### src/pkg/tpgc_defines.vh
// Purpose: Constants of the three-phase gate control logic
// Assumes: 125 MHz system clock
// Notes: Timing counts are derived from times in their own unit
`ifndef TPGC_DEFINES_VH
`define TPGC_DEFINES_VH

// ==========================================================
// Clock and timing
`define TPGC_CLK_PERIOD_NS 8
`define TPGC_RST_LIMIT_NS 77
`define TPGC_RST_LIMIT_CYC (`TPGC_RST_LIMIT_NS / `TPGC_CLK_PERIOD_NS)
`define TPGC_DT_STEP_NS 50
`define TPGC_DT_STEP_CYC ((`TPGC_DT_STEP_NS + `TPGC_CLK_PERIOD_NS - 1) / `TPGC_CLK_PERIOD_NS)
`define TPGC_DT_MAX_NS 12000
`define TPGC_DT_MAX_STEPS 8'hf0
`define TPGC_DT_RESET 8'h14

// ==========================================================
// Serial frame layout
`define TPGC_FRAME_BITS 5'h10
`define TPGC_OP_MSB 15
`define TPGC_OP_LSB 12
`define TPGC_DATA_MSB 7
`define TPGC_DATA_LSB 0

// ==========================================================
// Serial commands
`define TPGC_OP_NOP 4'h0
`define TPGC_OP_DEADTIME 4'h1
`define TPGC_OP_FILT_LOW 4'h2
`define TPGC_OP_FILT_HIGH 4'h3
`define TPGC_OP_CLR_IRQ 4'h4
`define TPGC_OP_MODE 4'h5

// ==========================================================
// Reset values
`define TPGC_FILT_RESET 4'hf
`define TPGC_SYNC_WIDTH 25
`define TPGC_SYNC_RESET 25'h00000e2

// ==========================================================
// Synchroniser bit positions
`define TPGC_S_SCLK 0
`define TPGC_S_CS 1
`define TPGC_S_SI 2
`define TPGC_S_EN1 3
`define TPGC_S_EN2 4
`define TPGC_S_HS 5
`define TPGC_S_LS 8
`define TPGC_S_CHIPRST 11
`define TPGC_S_PWRGOOD 12
`define TPGC_S_CMP 13
`define TPGC_S_OC 16
`define TPGC_S_FAULT 17

`endif

### src/tpgc_gate_ctrl.v
// Purpose: Gate control logic of a three-phase bridge pre-driver
// Assumes: All pins asynchronous to clk_sys; serial clock well below clk_sys / 8
// Notes: Gate outputs are flip-flops gated asynchronously by both enable pins
// Notes on behaviour
// - Gate drives turn on only while both enables are high, else all off.
// - With enables low, logic and serial port keep running normally.
// - Enable gating acts asynchronously, without waiting for a clock edge.
// - After enable recovery, high side needs a low-side pulse first.
// - Chip reset low gives low power, outputs off, weak gate pull-down.
// - Internal logic is reset within 77 ns of chip reset falling.
// - Until supply is good: logic reset, drivers tri-stated, serial port off.
// - Logic supply regulator is off while chip reset is held low.
// - High-side command inputs are active low, idle high.
// - Low-side command inputs are active high, idle low.
// - Fault sets interrupt high, held until the clear command arrives.
// - Two filter registers choose which faults may raise the interrupt.
// - Chip select low frames a command; traffic ignored while it is high.
// - Serial input sampled on falling serial clock, most significant first.
// - Serial output driven only while chip select is low.
// - Serial output changes on rising serial clock edges.
// - Phase level low when its source is below half battery voltage.
// - Overcurrent flag high during overcurrent, low otherwise.
// - Deadtime blanking by default; a mode option overrides it.
// - Leading edge turns partner off now, selected driver after deadtime.
// - Deadtime programmable in 50 ns steps from zero to 12 us; the logic counts 7 cycles (56 ns) per step, up to 240 steps or 13.44 us.
`timescale 1ns/1ps
`default_nettype none
`include "tpgc_defines.vh"

module tpgc_gate_ctrl (
  input wire clk_sys,
  input wire reset_n,
  input wire clkEn,
  input wire chipReset_n,
  input wire powerGood,
  input wire driveEnableFirst,
  input wire driveEnableSecond,
  input wire highCmdA_n,
  input wire highCmdB_n,
  input wire highCmdC_n,
  input wire lowCmdA,
  input wire lowCmdB,
  input wire lowCmdC,
  input wire serialClk,
  input wire chipSelect_n,
  input wire serialIn,
  input wire phaseACmp,
  input wire phaseBCmp,
  input wire phaseCCmp,
  input wire overcurrentCmp,
  input wire [7:0] faultSource,
  output wire highGateA,
  output wire highGateB,
  output wire highGateC,
  output wire lowGateA,
  output wire lowGateB,
  output wire lowGateC,
  output reg gatePullDown_r,
  output reg driverTristate_r,
  output reg regulatorEn_r,
  output reg faultIrq_r,
  output reg serialOut_r,
  output reg serialOutEn_r,
  output reg phaseALevel_r,
  output reg phaseBLevel_r,
  output reg phaseCLevel_r,
  output reg overcurrentFlag_r
);

  localparam TGT_NONE = 2'b00;
  localparam TGT_HIGH = 2'b01;
  localparam TGT_LOW = 2'b10;

  // ==========================================================
  // Input synchronisers
  wire [`TPGC_SYNC_WIDTH-1:0] rawIn;
  reg [`TPGC_SYNC_WIDTH-1:0] syncA_r;
  reg [`TPGC_SYNC_WIDTH-1:0] syncB_r;
  // Third stage keeps each synced bit's previous value for edge detection
  reg [`TPGC_SYNC_WIDTH-1:0] syncPrev_r;

  // Highest bit first, matching the synchroniser bit map
  assign rawIn = {
    faultSource,
    overcurrentCmp,
    phaseCCmp,
    phaseBCmp,
    phaseACmp,
    powerGood,
    chipReset_n,
    lowCmdC,
    lowCmdB,
    lowCmdA,
    highCmdC_n,
    highCmdB_n,
    highCmdA_n,
    driveEnableSecond,
    driveEnableFirst,
    serialIn,
    chipSelect_n,
    serialClk
  };

  // Reset value keeps high commands and chip select idle high, low commands idle low
  always @(posedge clk_sys) begin
    if (!reset_n) begin
      syncA_r <= `TPGC_SYNC_RESET;
      syncB_r <= `TPGC_SYNC_RESET;
      syncPrev_r <= `TPGC_SYNC_RESET;
    end else if (clkEn) begin
      syncA_r <= rawIn;
      syncB_r <= syncA_r;
      syncPrev_r <= syncB_r;
    end
  end

  wire sclkS = syncB_r[`TPGC_S_SCLK];
  wire csS_n = syncB_r[`TPGC_S_CS];
  wire siS = syncB_r[`TPGC_S_SI];
  wire enBothS = syncB_r[`TPGC_S_EN1] & syncB_r[`TPGC_S_EN2];
  wire [2:0] hiReq = ~syncB_r[`TPGC_S_HS +: 3];
  wire [2:0] loReq = syncB_r[`TPGC_S_LS +: 3];
  wire [2:0] hiReqPrev = ~syncPrev_r[`TPGC_S_HS +: 3];
  wire [2:0] loReqPrev = syncPrev_r[`TPGC_S_LS +: 3];
  wire [2:0] hiRise = hiReq & ~hiReqPrev;
  wire [2:0] loRise = loReq & ~loReqPrev;
  wire chipRstS_n = syncB_r[`TPGC_S_CHIPRST];
  wire pwrGoodS = syncB_r[`TPGC_S_PWRGOOD];
  wire [7:0] faultS = syncB_r[`TPGC_S_FAULT +: 8];
  wire [2:0] cmpS = syncB_r[`TPGC_S_CMP +: 3];
  wire ocS = syncB_r[`TPGC_S_OC];

  wire sclkFall = ~sclkS & syncPrev_r[`TPGC_S_SCLK];
  wire sclkRise = sclkS & ~syncPrev_r[`TPGC_S_SCLK];
  wire csFall = ~csS_n & syncPrev_r[`TPGC_S_CS];
  wire csRise = csS_n & ~syncPrev_r[`TPGC_S_CS];

  // Internal reset from chip reset pin or supply monitor
  wire intRst = ~chipRstS_n | ~pwrGoodS;
  wire coreClr = ~reset_n | (clkEn & intRst);

  // ==========================================================
  // Functions
  // Clamped step count keeps the product below 2048
  function [10:0] dtCycles;
    input [7:0] steps;
    reg [31:0] prod;
    begin
      prod = steps * `TPGC_DT_STEP_CYC;
      dtCycles = prod[10:0];
    end
  endfunction

  // ==========================================================
  // Configuration, serial port and fault latches
  reg [7:0] deadtime_r;
  reg [3:0] irqFilterLow_r;
  reg [3:0] irqFilterHigh_r;
  reg simulMode_r;
  reg modeLocked_r;
  reg [7:0] faultLatch_r;
  reg [15:0] rxShift_r;
  reg [15:0] txShift_r;
  reg [4:0] bitCnt_r;
  reg [2:0] hiDrv_r;
  reg [2:0] loDrv_r;
  reg [2:0] prechg_r;
  reg [5:0] tgt_r;
  reg [32:0] tmr_r;

  // ==========================================================
  // Frame decode and fault next state
  wire [3:0] opcode = rxShift_r[`TPGC_OP_MSB:`TPGC_OP_LSB];
  wire [7:0] opData = rxShift_r[`TPGC_DATA_MSB:`TPGC_DATA_LSB];
  // Only a frame of exactly 16 bits is executed, at chip select rise
  wire frameDone = csRise & (bitCnt_r == `TPGC_FRAME_BITS);
  wire clrCmd = frameDone & (opcode == `TPGC_OP_CLR_IRQ);
  // Read word captured at frame start so it cannot change mid-shift
  wire [15:0] statusWord = {
    faultLatch_r,
    faultIrq_r,
    simulMode_r,
    modeLocked_r,
    prechg_r,
    2'b00
  };
  // A new fault wins over a clear in the same cycle
  wire [7:0] faultLatch_nxt = (faultLatch_r & {8{~clrCmd}}) | faultS;
  wire [7:0] faultUnmasked = faultLatch_nxt & {irqFilterHigh_r, irqFilterLow_r};

  always @(posedge clk_sys) begin
    if (coreClr) begin
      deadtime_r <= `TPGC_DT_RESET;
      irqFilterLow_r <= `TPGC_FILT_RESET;
      irqFilterHigh_r <= `TPGC_FILT_RESET;
      simulMode_r <= 1'b0;
      modeLocked_r <= 1'b0;
      faultLatch_r <= 8'h00;
      faultIrq_r <= 1'b0;
      rxShift_r <= 16'h0000;
      txShift_r <= 16'h0000;
      bitCnt_r <= 5'h00;
      serialOut_r <= 1'b0;
      serialOutEn_r <= 1'b0;
    end else if (clkEn) begin
      // Serial port keeps working whatever the enables do
      serialOutEn_r <= ~csS_n;
      if (csFall) begin
        bitCnt_r <= 5'h00;
        txShift_r <= statusWord;
      end else if (!csS_n) begin
        if (sclkFall) begin
          rxShift_r <= {rxShift_r[14:0], siS};
          // Count saturates so an over-long frame is never taken as 16 bits
          if (bitCnt_r != 5'h1f) begin
            bitCnt_r <= bitCnt_r + 5'h01;
          end
        end
        if (sclkRise) begin
          serialOut_r <= txShift_r[15];
          txShift_r <= {txShift_r[14:0], 1'b0};
        end
      end
      if (frameDone) begin
        if (opcode == `TPGC_OP_DEADTIME) begin
          deadtime_r <= (opData > `TPGC_DT_MAX_STEPS) ? `TPGC_DT_MAX_STEPS : opData;
        end else if (opcode == `TPGC_OP_FILT_LOW) begin
          irqFilterLow_r <= opData[3:0];
        end else if (opcode == `TPGC_OP_FILT_HIGH) begin
          irqFilterHigh_r <= opData[3:0];
        end else if (opcode == `TPGC_OP_MODE) begin
          // Mode is taken once per reset; later mode frames are dropped
          if (!modeLocked_r) begin
            simulMode_r <= opData[0];
            modeLocked_r <= 1'b1;
          end
        end
      end
      faultLatch_r <= faultLatch_nxt;
      faultIrq_r <= |faultUnmasked;
    end
  end

  // ==========================================================
  // Per-phase deadtime and precharge control
  integer i;

  always @(posedge clk_sys) begin
    if (coreClr) begin
      hiDrv_r <= 3'b000;
      loDrv_r <= 3'b000;
      prechg_r <= 3'b000;
      tgt_r <= 6'h00;
      tmr_r <= 33'h000000000;
    end else if (clkEn) begin
      for (i = 0; i < 3; i = i + 1) begin
        // Synced enables clear precharge; the pins themselves gate the outputs below
        if (!enBothS) begin
          hiDrv_r[i] <= 1'b0;
          loDrv_r[i] <= 1'b0;
          prechg_r[i] <= 1'b0;
          tgt_r[i*2 +: 2] <= TGT_NONE;
        end else if (simulMode_r) begin
          // Blanking overridden: drivers follow their commands, high side only once precharged
          hiDrv_r[i] <= hiReq[i] & prechg_r[i];
          loDrv_r[i] <= loReq[i];
          tgt_r[i*2 +: 2] <= TGT_NONE;
          if (loDrv_r[i]) begin
            prechg_r[i] <= 1'b1;
          end
        end else begin
          // Each leading edge restarts the timer, so deadtime counts from the partner's turn-off
          if (loRise[i]) begin
            hiDrv_r[i] <= 1'b0;
            tgt_r[i*2 +: 2] <= TGT_LOW;
            tmr_r[i*11 +: 11] <= dtCycles(deadtime_r);
          end else if (hiRise[i]) begin
            loDrv_r[i] <= 1'b0;
            tgt_r[i*2 +: 2] <= TGT_HIGH;
            tmr_r[i*11 +: 11] <= dtCycles(deadtime_r);
          end else if (tgt_r[i*2 +: 2] != TGT_NONE) begin
            if (tmr_r[i*11 +: 11] == 11'h000) begin
              if (tgt_r[i*2 +: 2] == TGT_LOW) begin
                loDrv_r[i] <= loReq[i];
              end else begin
                hiDrv_r[i] <= hiReq[i] & prechg_r[i];
              end
              tgt_r[i*2 +: 2] <= TGT_NONE;
            end else begin
              tmr_r[i*11 +: 11] <= tmr_r[i*11 +: 11] - 11'h001;
            end
          end
          // Released command turns its driver off at once
          if (!hiReq[i]) begin
            hiDrv_r[i] <= 1'b0;
          end
          if (!loReq[i]) begin
            loDrv_r[i] <= 1'b0;
          end
          if (loDrv_r[i]) begin
            prechg_r[i] <= 1'b1;
          end
        end
      end
    end
  end

  // ==========================================================
  // Power state and comparator outputs
  always @(posedge clk_sys) begin
    if (!reset_n) begin
      gatePullDown_r <= 1'b1;
      driverTristate_r <= 1'b1;
      regulatorEn_r <= 1'b0;
      phaseALevel_r <= 1'b0;
      phaseBLevel_r <= 1'b0;
      phaseCLevel_r <= 1'b0;
      overcurrentFlag_r <= 1'b0;
    end else if (clkEn) begin
      gatePullDown_r <= ~chipRstS_n;
      driverTristate_r <= ~pwrGoodS;
      regulatorEn_r <= chipRstS_n;
      phaseALevel_r <= cmpS[0];
      phaseBLevel_r <= cmpS[1];
      phaseCLevel_r <= cmpS[2];
      overcurrentFlag_r <= ocS;
    end
  end

  // ==========================================================
  // Asynchronous enable gating of the gate drives
  wire enBothPin = driveEnableFirst & driveEnableSecond;

  assign highGateA = hiDrv_r[0] & enBothPin;
  assign highGateB = hiDrv_r[1] & enBothPin;
  assign highGateC = hiDrv_r[2] & enBothPin;
  assign lowGateA = loDrv_r[0] & enBothPin;
  assign lowGateB = loDrv_r[1] & enBothPin;
  assign lowGateC = loDrv_r[2] & enBothPin;

endmodule

`default_nettype wire

### config.mk
export PLATFORM = sky130hd
export DESIGN_NAME = tpgc_gate_ctrl
export DESIGN_NICKNAME = d
export VERILOG_FILES = /design/src/tpgc_gate_ctrl.v
export VERILOG_INCLUDE_DIRS = /design/src /design/src/pkg
export SDC_FILE = /design/constraint.sdc
export NUM_CORES = 1
export LEC_CHECK = 0
export BUFFER_PORTS_ARGS = -buffer_cell sky130_fd_sc_hd__buf_2
export CORE_MARGIN = 2
export CORE_UTILIZATION = 35
export CTS_CLUSTER_DIAMETER = 80
export CTS_CLUSTER_SIZE = 14
export DETAILED_ROUTE_END_ITERATION = 6
export PLACE_DENSITY_LB_ADDON = 0.08
export REMOVE_ABC_BUFFERS = 1
export SYNTH_ARGS = -nofsm -noshare
export SYNTH_HDL_FRONTEND = slang
export SYNTH_SLANG_ARGS = --single-unit
### constraint.sdc
create_clock -name clk_sys -period 3.5 [get_ports clk_sys]
set_input_delay 0.7 -clock clk_sys [delete_from_list [all_inputs] [get_ports clk_sys]]
set_output_delay 0.7 -clock clk_sys [all_outputs]
set_load 0.02 [all_outputs]
==> results of run 1 <==
where the power goes:
part           total [uW]  switching [uW]  internal [uW]
registers            2070            23.9           2050
clock network        1950             932           1020
logic                 237             146           90.6
kinds of logic after synthesis:
kind of cell	Yosys count
simple gates	385
compound gates	212
flops	177
mux	90
buf+inv	81
fa+ha+maj	27
xor+xnor	3
registers in the layout, indices dropped and copies added (netlist names), 3 cells and up:
| signal | flops |
|---|---|
| tmr_r | 33 |
| syncA_r | 25 |
| syncB_r | 25 |
| rxShift_r | 16 |
| txShift_r | 14 |
| deadtime_r | 8 |
| faultLatch_r | 8 |
| syncPrev_r | 8 |
| tgt_r | 6 |
| bitCnt_r | 5 |
| irqFilterHigh_r | 4 |
| irqFilterLow_r | 4 |
| hiDrv_r | 3 |
| loDrv_r | 3 |
| prechg_r | 3 |
worst paths after layout:
check | start | endpoint | slack (ps)
worst max-delay path | deadtime_r[0] | tmr_r[10] | 770
worst min-delay path | hiDrv_r[0] | hiDrv_r[0] | 470
worst max register to register | deadtime_r[0] | tmr_r[10] | 770
worst min register to register | hiDrv_r[0] | hiDrv_r[0] | 470
routing by layer:
layer / routed length, um / share of wire (%)
met1: 10900 / 50
met2: 10200 / 46
met3: 622 / 2.8
met4: 295 / 1.3
met5: 0 / 0
area by class of cell:
cell class,count,area share [%]
clock buffers,17,4.35
inverters,23,0.882
multi-input cells,717,49.3
repair buffers,57,3.43
flip-flops and latches,177,36.2
clock inverters,15,1.69
well taps,324,4.14
cell usage after synthesis (5+ instances only):
cell and instances:
a21oi_1 45, o31ai_1 5, a31oi_1 10, a211oi_1 16, a32oi_1 5, o22ai_1 6
o21ai_0 11, a22oi_1 14, o21a_1 7, nand2_1 96, nand4_1 8, inv_1 22
and2_1 5, o21ai_1 25, a311oi_1 13, nor2b_1 58, fa_1 8, ha_1 19
nor3_1 22, or3_1 5, nor3b_1 8, nand3_1 28, o211ai_1 19, nor2_1 90
and3_1 11, nor4_1 8, buf_2 22, clkbuf_1 32, nand2b_1 11, dfxtp_1 177
mux2i_1 90
critical path, cell delays in order, from the launching register on:
cell     delay [ps]
dfxtp_1         400
fa_1            560
ha_1            190
inv_1            60
fa_1            400
nor2b_1         160
o31a_1          280
o22a_1          300
nand3_1         120
a31oi_1         180
stage by stage:
step / instance area (um2) / std cells
CTS: 9790 / 1330
detailed placement: 9200 / 1298
finish: 9790 / 1330
global route: 9790 / 1330
global placement: 9200 / 1298
floorplan: 8450 / 917
==> results.py, run 1 <==
metrics = {
    "global_routing": {
        "use_met1_pct": 23.9,
        "grt_pass1_wl_um": 36400,
        "grt_pass1_vias": 6765,
        "gr-max-usage-layer": "met2",
        "grt_usage_pct": 17.4,
        "antenna_found_initial": 0,
        "grt_overflow": 0,
        "grtUsageMet2_pct": 28.0,
        "grt_max_degree": 72,
        "grt_use_met3_pct": 3.09,
    },
    "layout": {
        "fill_cells": 2548,
        "final_cell_mix": "dfxtp_1, nand2_1, nor2_1, mux2i_1, nor2b_1",
        "fin_util_pct": 40.1,
        "layout-drive-gt1-share_pct": 11.9,
        "fin_nets": 1048,
        "final_common_cell": "dfxtp_1",
        "multiInputGateArea_mm2": 0.00483,
        "diodes": 0,
        "area_growth_syn_to_layout_pct": 12.4,
        "seqCellArea_mm2": 0.00354,
    },
    "yosys": {
        "syn_inst": 975,
        "ys.flop_type": "dfxtp_1",
        "synthMuxAreaShare_pct": 10.3,
        "synth_top_family_by_area": "simple AND/OR/NAND/NOR gates",
        "synth_largest_area_cell": "dfxtp_1",
        "async_reset_ff_share_pct": 0,
        "synth_top_area_share_pct": 40.7,
        "ys_ff_latch": 177,
        "synthesis.area_mm2": 0.00871,
        "synth-edff-count": 0,
        "synthAdderAreaFrac_pct": 4.57,
        "synthSimpleGateAreaFrac_pct": 23.1,
        "ys_types": 82,
        "synth_xor_xnor_area_share_pct": 0.302,
        "yosysWarnings": 0,
        "avgSynthCellArea_um2": 8.93,
        "synth_compound_area_share_pct": 17.0,
        "ys_seq_area_share_pct": 40.7,
        "synth_area_leaders": "dfxtp_1, mux2i_1, nor2b_1",
    },
    "sta": {
        "drv_slew": 0,
        "fmax_mhz": 367,
        "hold_viol": 0,
        "fin_crit_ps": 2730,
        "worstMarginPinSlew_ps": 998,
        "final.period_utilization_pct": 77.9,
        "final.setup.tns_ps": 0,
        "finalSetupViolations": 0,
        "rsz0062_at_grt": "no",
        "whs_ps": 471,
        "finalWorstSetupSlack_ps": 774,
        "fin_skew_ps": 17.4,
        "relSlewSlack_pct": 33.2,
    },
    "pwr": {
        "p_leak_uw": 0.00377,
        "total_power_uw": 4260,
        "vdd_drop_max_v": 0.000279,
        "powerDensity_mw_per_mm2": 435,
    },
    "cts": {
        "cts_resized": 0,
        "clock_sinks": 177,
        "cts.path.max_buffers": 2,
        "clkTransAtPathRegs_ps": 70,
        "ctsRootBufferMaster": "clkbuf_16",
        "clock_latency_ps": 440,
        "postCtsSetupRepairBufs": 0,
        "cts_tree": "done",
        "htreeDepth": 4,
        "ctsHoldBuffers": 0,
        "cts_inserted_buffers": 17,
    },
    "placement": {
        "port_buffers": 43,
        "gp_congestion": 0.796,
        "dpl.hpwl_um": 14800,
        "post-place-ws_ps": 804,
    },
    "route": {
        "drc": 0,
        "vias_per_cell": 5.21,
        "totalWireLength_um": 22000,
        "vias": 6930,
        "first_pass_iters": 6,
        "drt_iter0_drc": 372,
        "wl_per_cell_um": 16.5,
        "detail-route-antenna-nets": 0,
    },
    "die": {
        "die_w_um": 162,
        "std_cell_rows": 57,
        "coreArea_mm2": 0.0244,
        "io-pin-count": 44,
        "dieArea_mm2": 0.0262,
        "initial_core_util_pct": 35.7,
        "die_h_um": 162,
    },
    "run_status": {
        "status": "finished clean",
    },
    "worst_setup_path": {
        "crit_path_end_kind": "register",
        "required_ps": 3860,
        "cp.arrival_ps": 3080,
        "reg2reg_depth": 9,
        "crit_type": "reg -> reg",
        "worstPathMaxFanout": 6,
        "start_kind": "register",
    },
    "flow_run": {
        "drv_cap": 0,
    },
    "worst_hold_path": {
        "whs_path_depth": 2,
        "hp-class": "reg -> reg",
    },
}
Note: power is estimated with default switching activity, not from simulation.
==> run 2: changes to the inputs <==
==> constraint.sdc (replaced) <==
create_clock -name clk_sys -period 2.8 [get_ports clk_sys]
set_input_delay 0.56 -clock clk_sys [delete_from_list [all_inputs] [get_ports clk_sys]]
set_output_delay 0.56 -clock clk_sys [all_outputs]
set_load 0.02 [all_outputs]
==> run 2 against run 1 <==
Power is 26% higher. Flip-flop and latch count stayed put. Non-clock buffer count is 9 higher. Worst setup slack worse by 600 ps. Clock skew is 0.59 ps lower. Count of clock-buffer cells in the layout is 1 higher. Via count is 0.85% higher. Register-to-register slack worse by 600 ps. Worst hold slack worse by 130 ps. Utilization is 0.43 points higher. Die area stayed put. Highest routed layer unchanged.
==> results.py, run 2 (synthesis results as in run 1) <==
metrics = {
    "layout": {
        "layout-drive-gt1-share_pct": 12.7,
        "diodes": 0,
        "final_cell_mix": "dfxtp_1, nand2_1, nor2_1, mux2i_1, nor2b_1",
        "final_common_cell": "dfxtp_1",
        "area_growth_syn_to_layout_pct": 13.6,
        "fin_nets": 1057,
        "largest_register_ffs": 33,
        "final_cells": 1338,
        "fill_cells": 2516,
        "fin_util_pct": 40.6,
        "reg_top3": "tmr_r: 33 flops, syncA_r: 25 flops, syncB_r: 25 flops",
        "largest-register": "tmr_r",
    },
    "sta": {
        "hold_viol": 0,
        "rsz0062_at_grt": "no",
        "worstMarginPinSlew_ps": 935,
        "whs_ps": 342,
        "final.setup.tns_ps": 0,
        "fin_crit_ps": 2620,
        "fmax_mhz": 381,
        "finalSetupViolations": 0,
        "fin_skew_ps": 16.8,
        "relSlewSlack_pct": 37.6,
        "final.period_utilization_pct": 93.7,
        "drv_slew": 0,
        "finalWorstSetupSlack_ps": 177,
    },
    "pwr": {
        "powerDensity_mw_per_mm2": 544,
        "vdd_drop_max_v": 0.000295,
        "p_leak_uw": 0.00383,
    },
    "route": {
        "drc": 0,
        "drt_iter0_drc": 414,
        "first_pass_iters": 5,
        "wl_per_cell_um": 16.3,
        "totalWireLength_um": 21800,
        "vias": 6989,
        "vias_per_cell": 5.22,
        "detail-route-antenna-nets": 0,
    },
    "worst_setup_path": {
        "slowest_delay_ps": 470,
        "crit_path_top_delay_cell": "fa_1",
        "crit_type": "reg -> reg",
        "cp.arrival_ps": 2960,
        "reg2reg_depth": 7,
        "reg2reg_from": "deadtime_r[3]",
        "crit_path_end_kind": "register",
        "start_kind": "register",
        "worstPathMaxFanout": 4,
        "required_ps": 3140,
        "r2r_end": "tmr_r[18]",
        "r2r_setup_slack_ps": 180,
        "crit_chain": "fa_1 > ha_1 > a211o_1 > a21o_1 > a311oi_4 > a21oi_1 > a221oi_1",
    },
    "placement": {
        "dp_cells": 1306,
        "port_buffers": 43,
        "post-place-ws_ps": 128,
        "dpl.hpwl_um": 14700,
        "gp_congestion": 0.805,
    },
    "global_routing": {
        "grt_overflow": 0,
        "grt_pass1_wl_um": 36000,
        "grt_max_degree": 94,
        "grt_usage_pct": 17.0,
        "grt_pass1_vias": 6788,
        "antenna_found_initial": 0,
    },
    "worst_hold_path": {
        "worstHoldStart": "highCmdC_n",
        "whs_path_depth": 3,
        "hp-class": "in -> reg",
        "min_to": "syncA_r[7]",
    },
    "cts": {
        "htreeDepth": 4,
        "ctsRootBufferMaster": "clkbuf_16",
        "clock_sinks": 177,
        "clkTransAtPathRegs_ps": 70,
        "clock_latency_ps": 430,
        "cts.path.max_buffers": 2,
        "cts_tree": "done",
        "ctsHoldBuffers": 0,
        "cts_inserted_buffers": 17,
    },
    "die": {
        "std_cell_rows": 57,
        "die_h_um": 162,
        "die_w_um": 162,
        "initial_core_util_pct": 35.7,
        "io-pin-count": 44,
        "coreArea_mm2": 0.0244,
        "dieArea_mm2": 0.0262,
    },
    "flow_run": {
        "drv_cap": 0,
    },
    "run_status": {
        "status": "finished clean",
    },
}
==> run 2: changes by cell type in the layout (fill, tap and decap cells not counted), sizes merged <==
cell	before	now
buf	57	66
clkbuf	17	18
inv	31	28
bufinv	1	3
clkinvlp	3	2
==> run 2: through the flow <==
step                power (uW)  instance area (um2)
finish                    5380                 9890
global route              5590                 9890
CTS                       5460                 9860
detailed placement        2950                 9260
global placement          2950                 9260
floorplan                 2800                 8450
==> run 2: cell type report <==
class	count	area [um2]	share of cell area, %
inverter	23	86.3	0.873
clock buffer	18	429	4.34
clock inverter	13	175	1.77
multi-input combinational	717	4850	49.0
sequential	177	3540	35.8
timing repair buffer	66	403	4.07
tap	324	405	4.10
==> run 2: how the worst max path moves through the flow <==
stage	from	to	slack [ps]	depth (start not counted)
2_1_floorplan	clkEn	tmr_r[31]	-200	5
3_3_place_gp	deadtime_r[3]	tmr_r[7]	180	7
3_5_place_dp	deadtime_r[3]	tmr_r[7]	130	7
4_1_cts	deadtime_r[3]	tmr_r[7]	110	7
5_1_grt	deadtime_r[2]	tmr_r[8]	10	9
6_report	deadtime_r[3]	tmr_r[18]	180	7
==> run 2: report_power, final <==
| part | switching, uW | internal (uW) | total [uW] |
|---|---|---|---|
| clock network | 1080 | 1420 | 2500 |
| logic | 180 | 116 | 296 |
| registers | 30.5 | 2560 | 2590 |
==> run 2: worst max-delay path: cells and delay by family, from the launching register on <==
family | cells | cell delay (ps)
AO/OA/AOI/OAI | 5 | 1290
flip-flops | 1 | 440
adder cells (fa/ha/maj) | 2 | 800
==> run 2: timing repair <==
| action | 4_1_cts | 5_1_grt |
|---|---|---|
| setup buffers | 0 | 1 |
| gates resized for setup | 0 | 4 |
| setup endpoints to repair | 0 | 4 |
| endpoints found under the hold margin | 0 | 0 |
==> run 2: routing by layer <==
layer / wire, um / global-route usage (%) / up-vias
li1: - / - / 3564
met1: 10600 / 22.8 / 3300
met2: 10200 / 28.5 / 107
met3: 582 / 2.66 / 18
met4: 357 / 4.95 / 0
met5: 0 / 0 / -
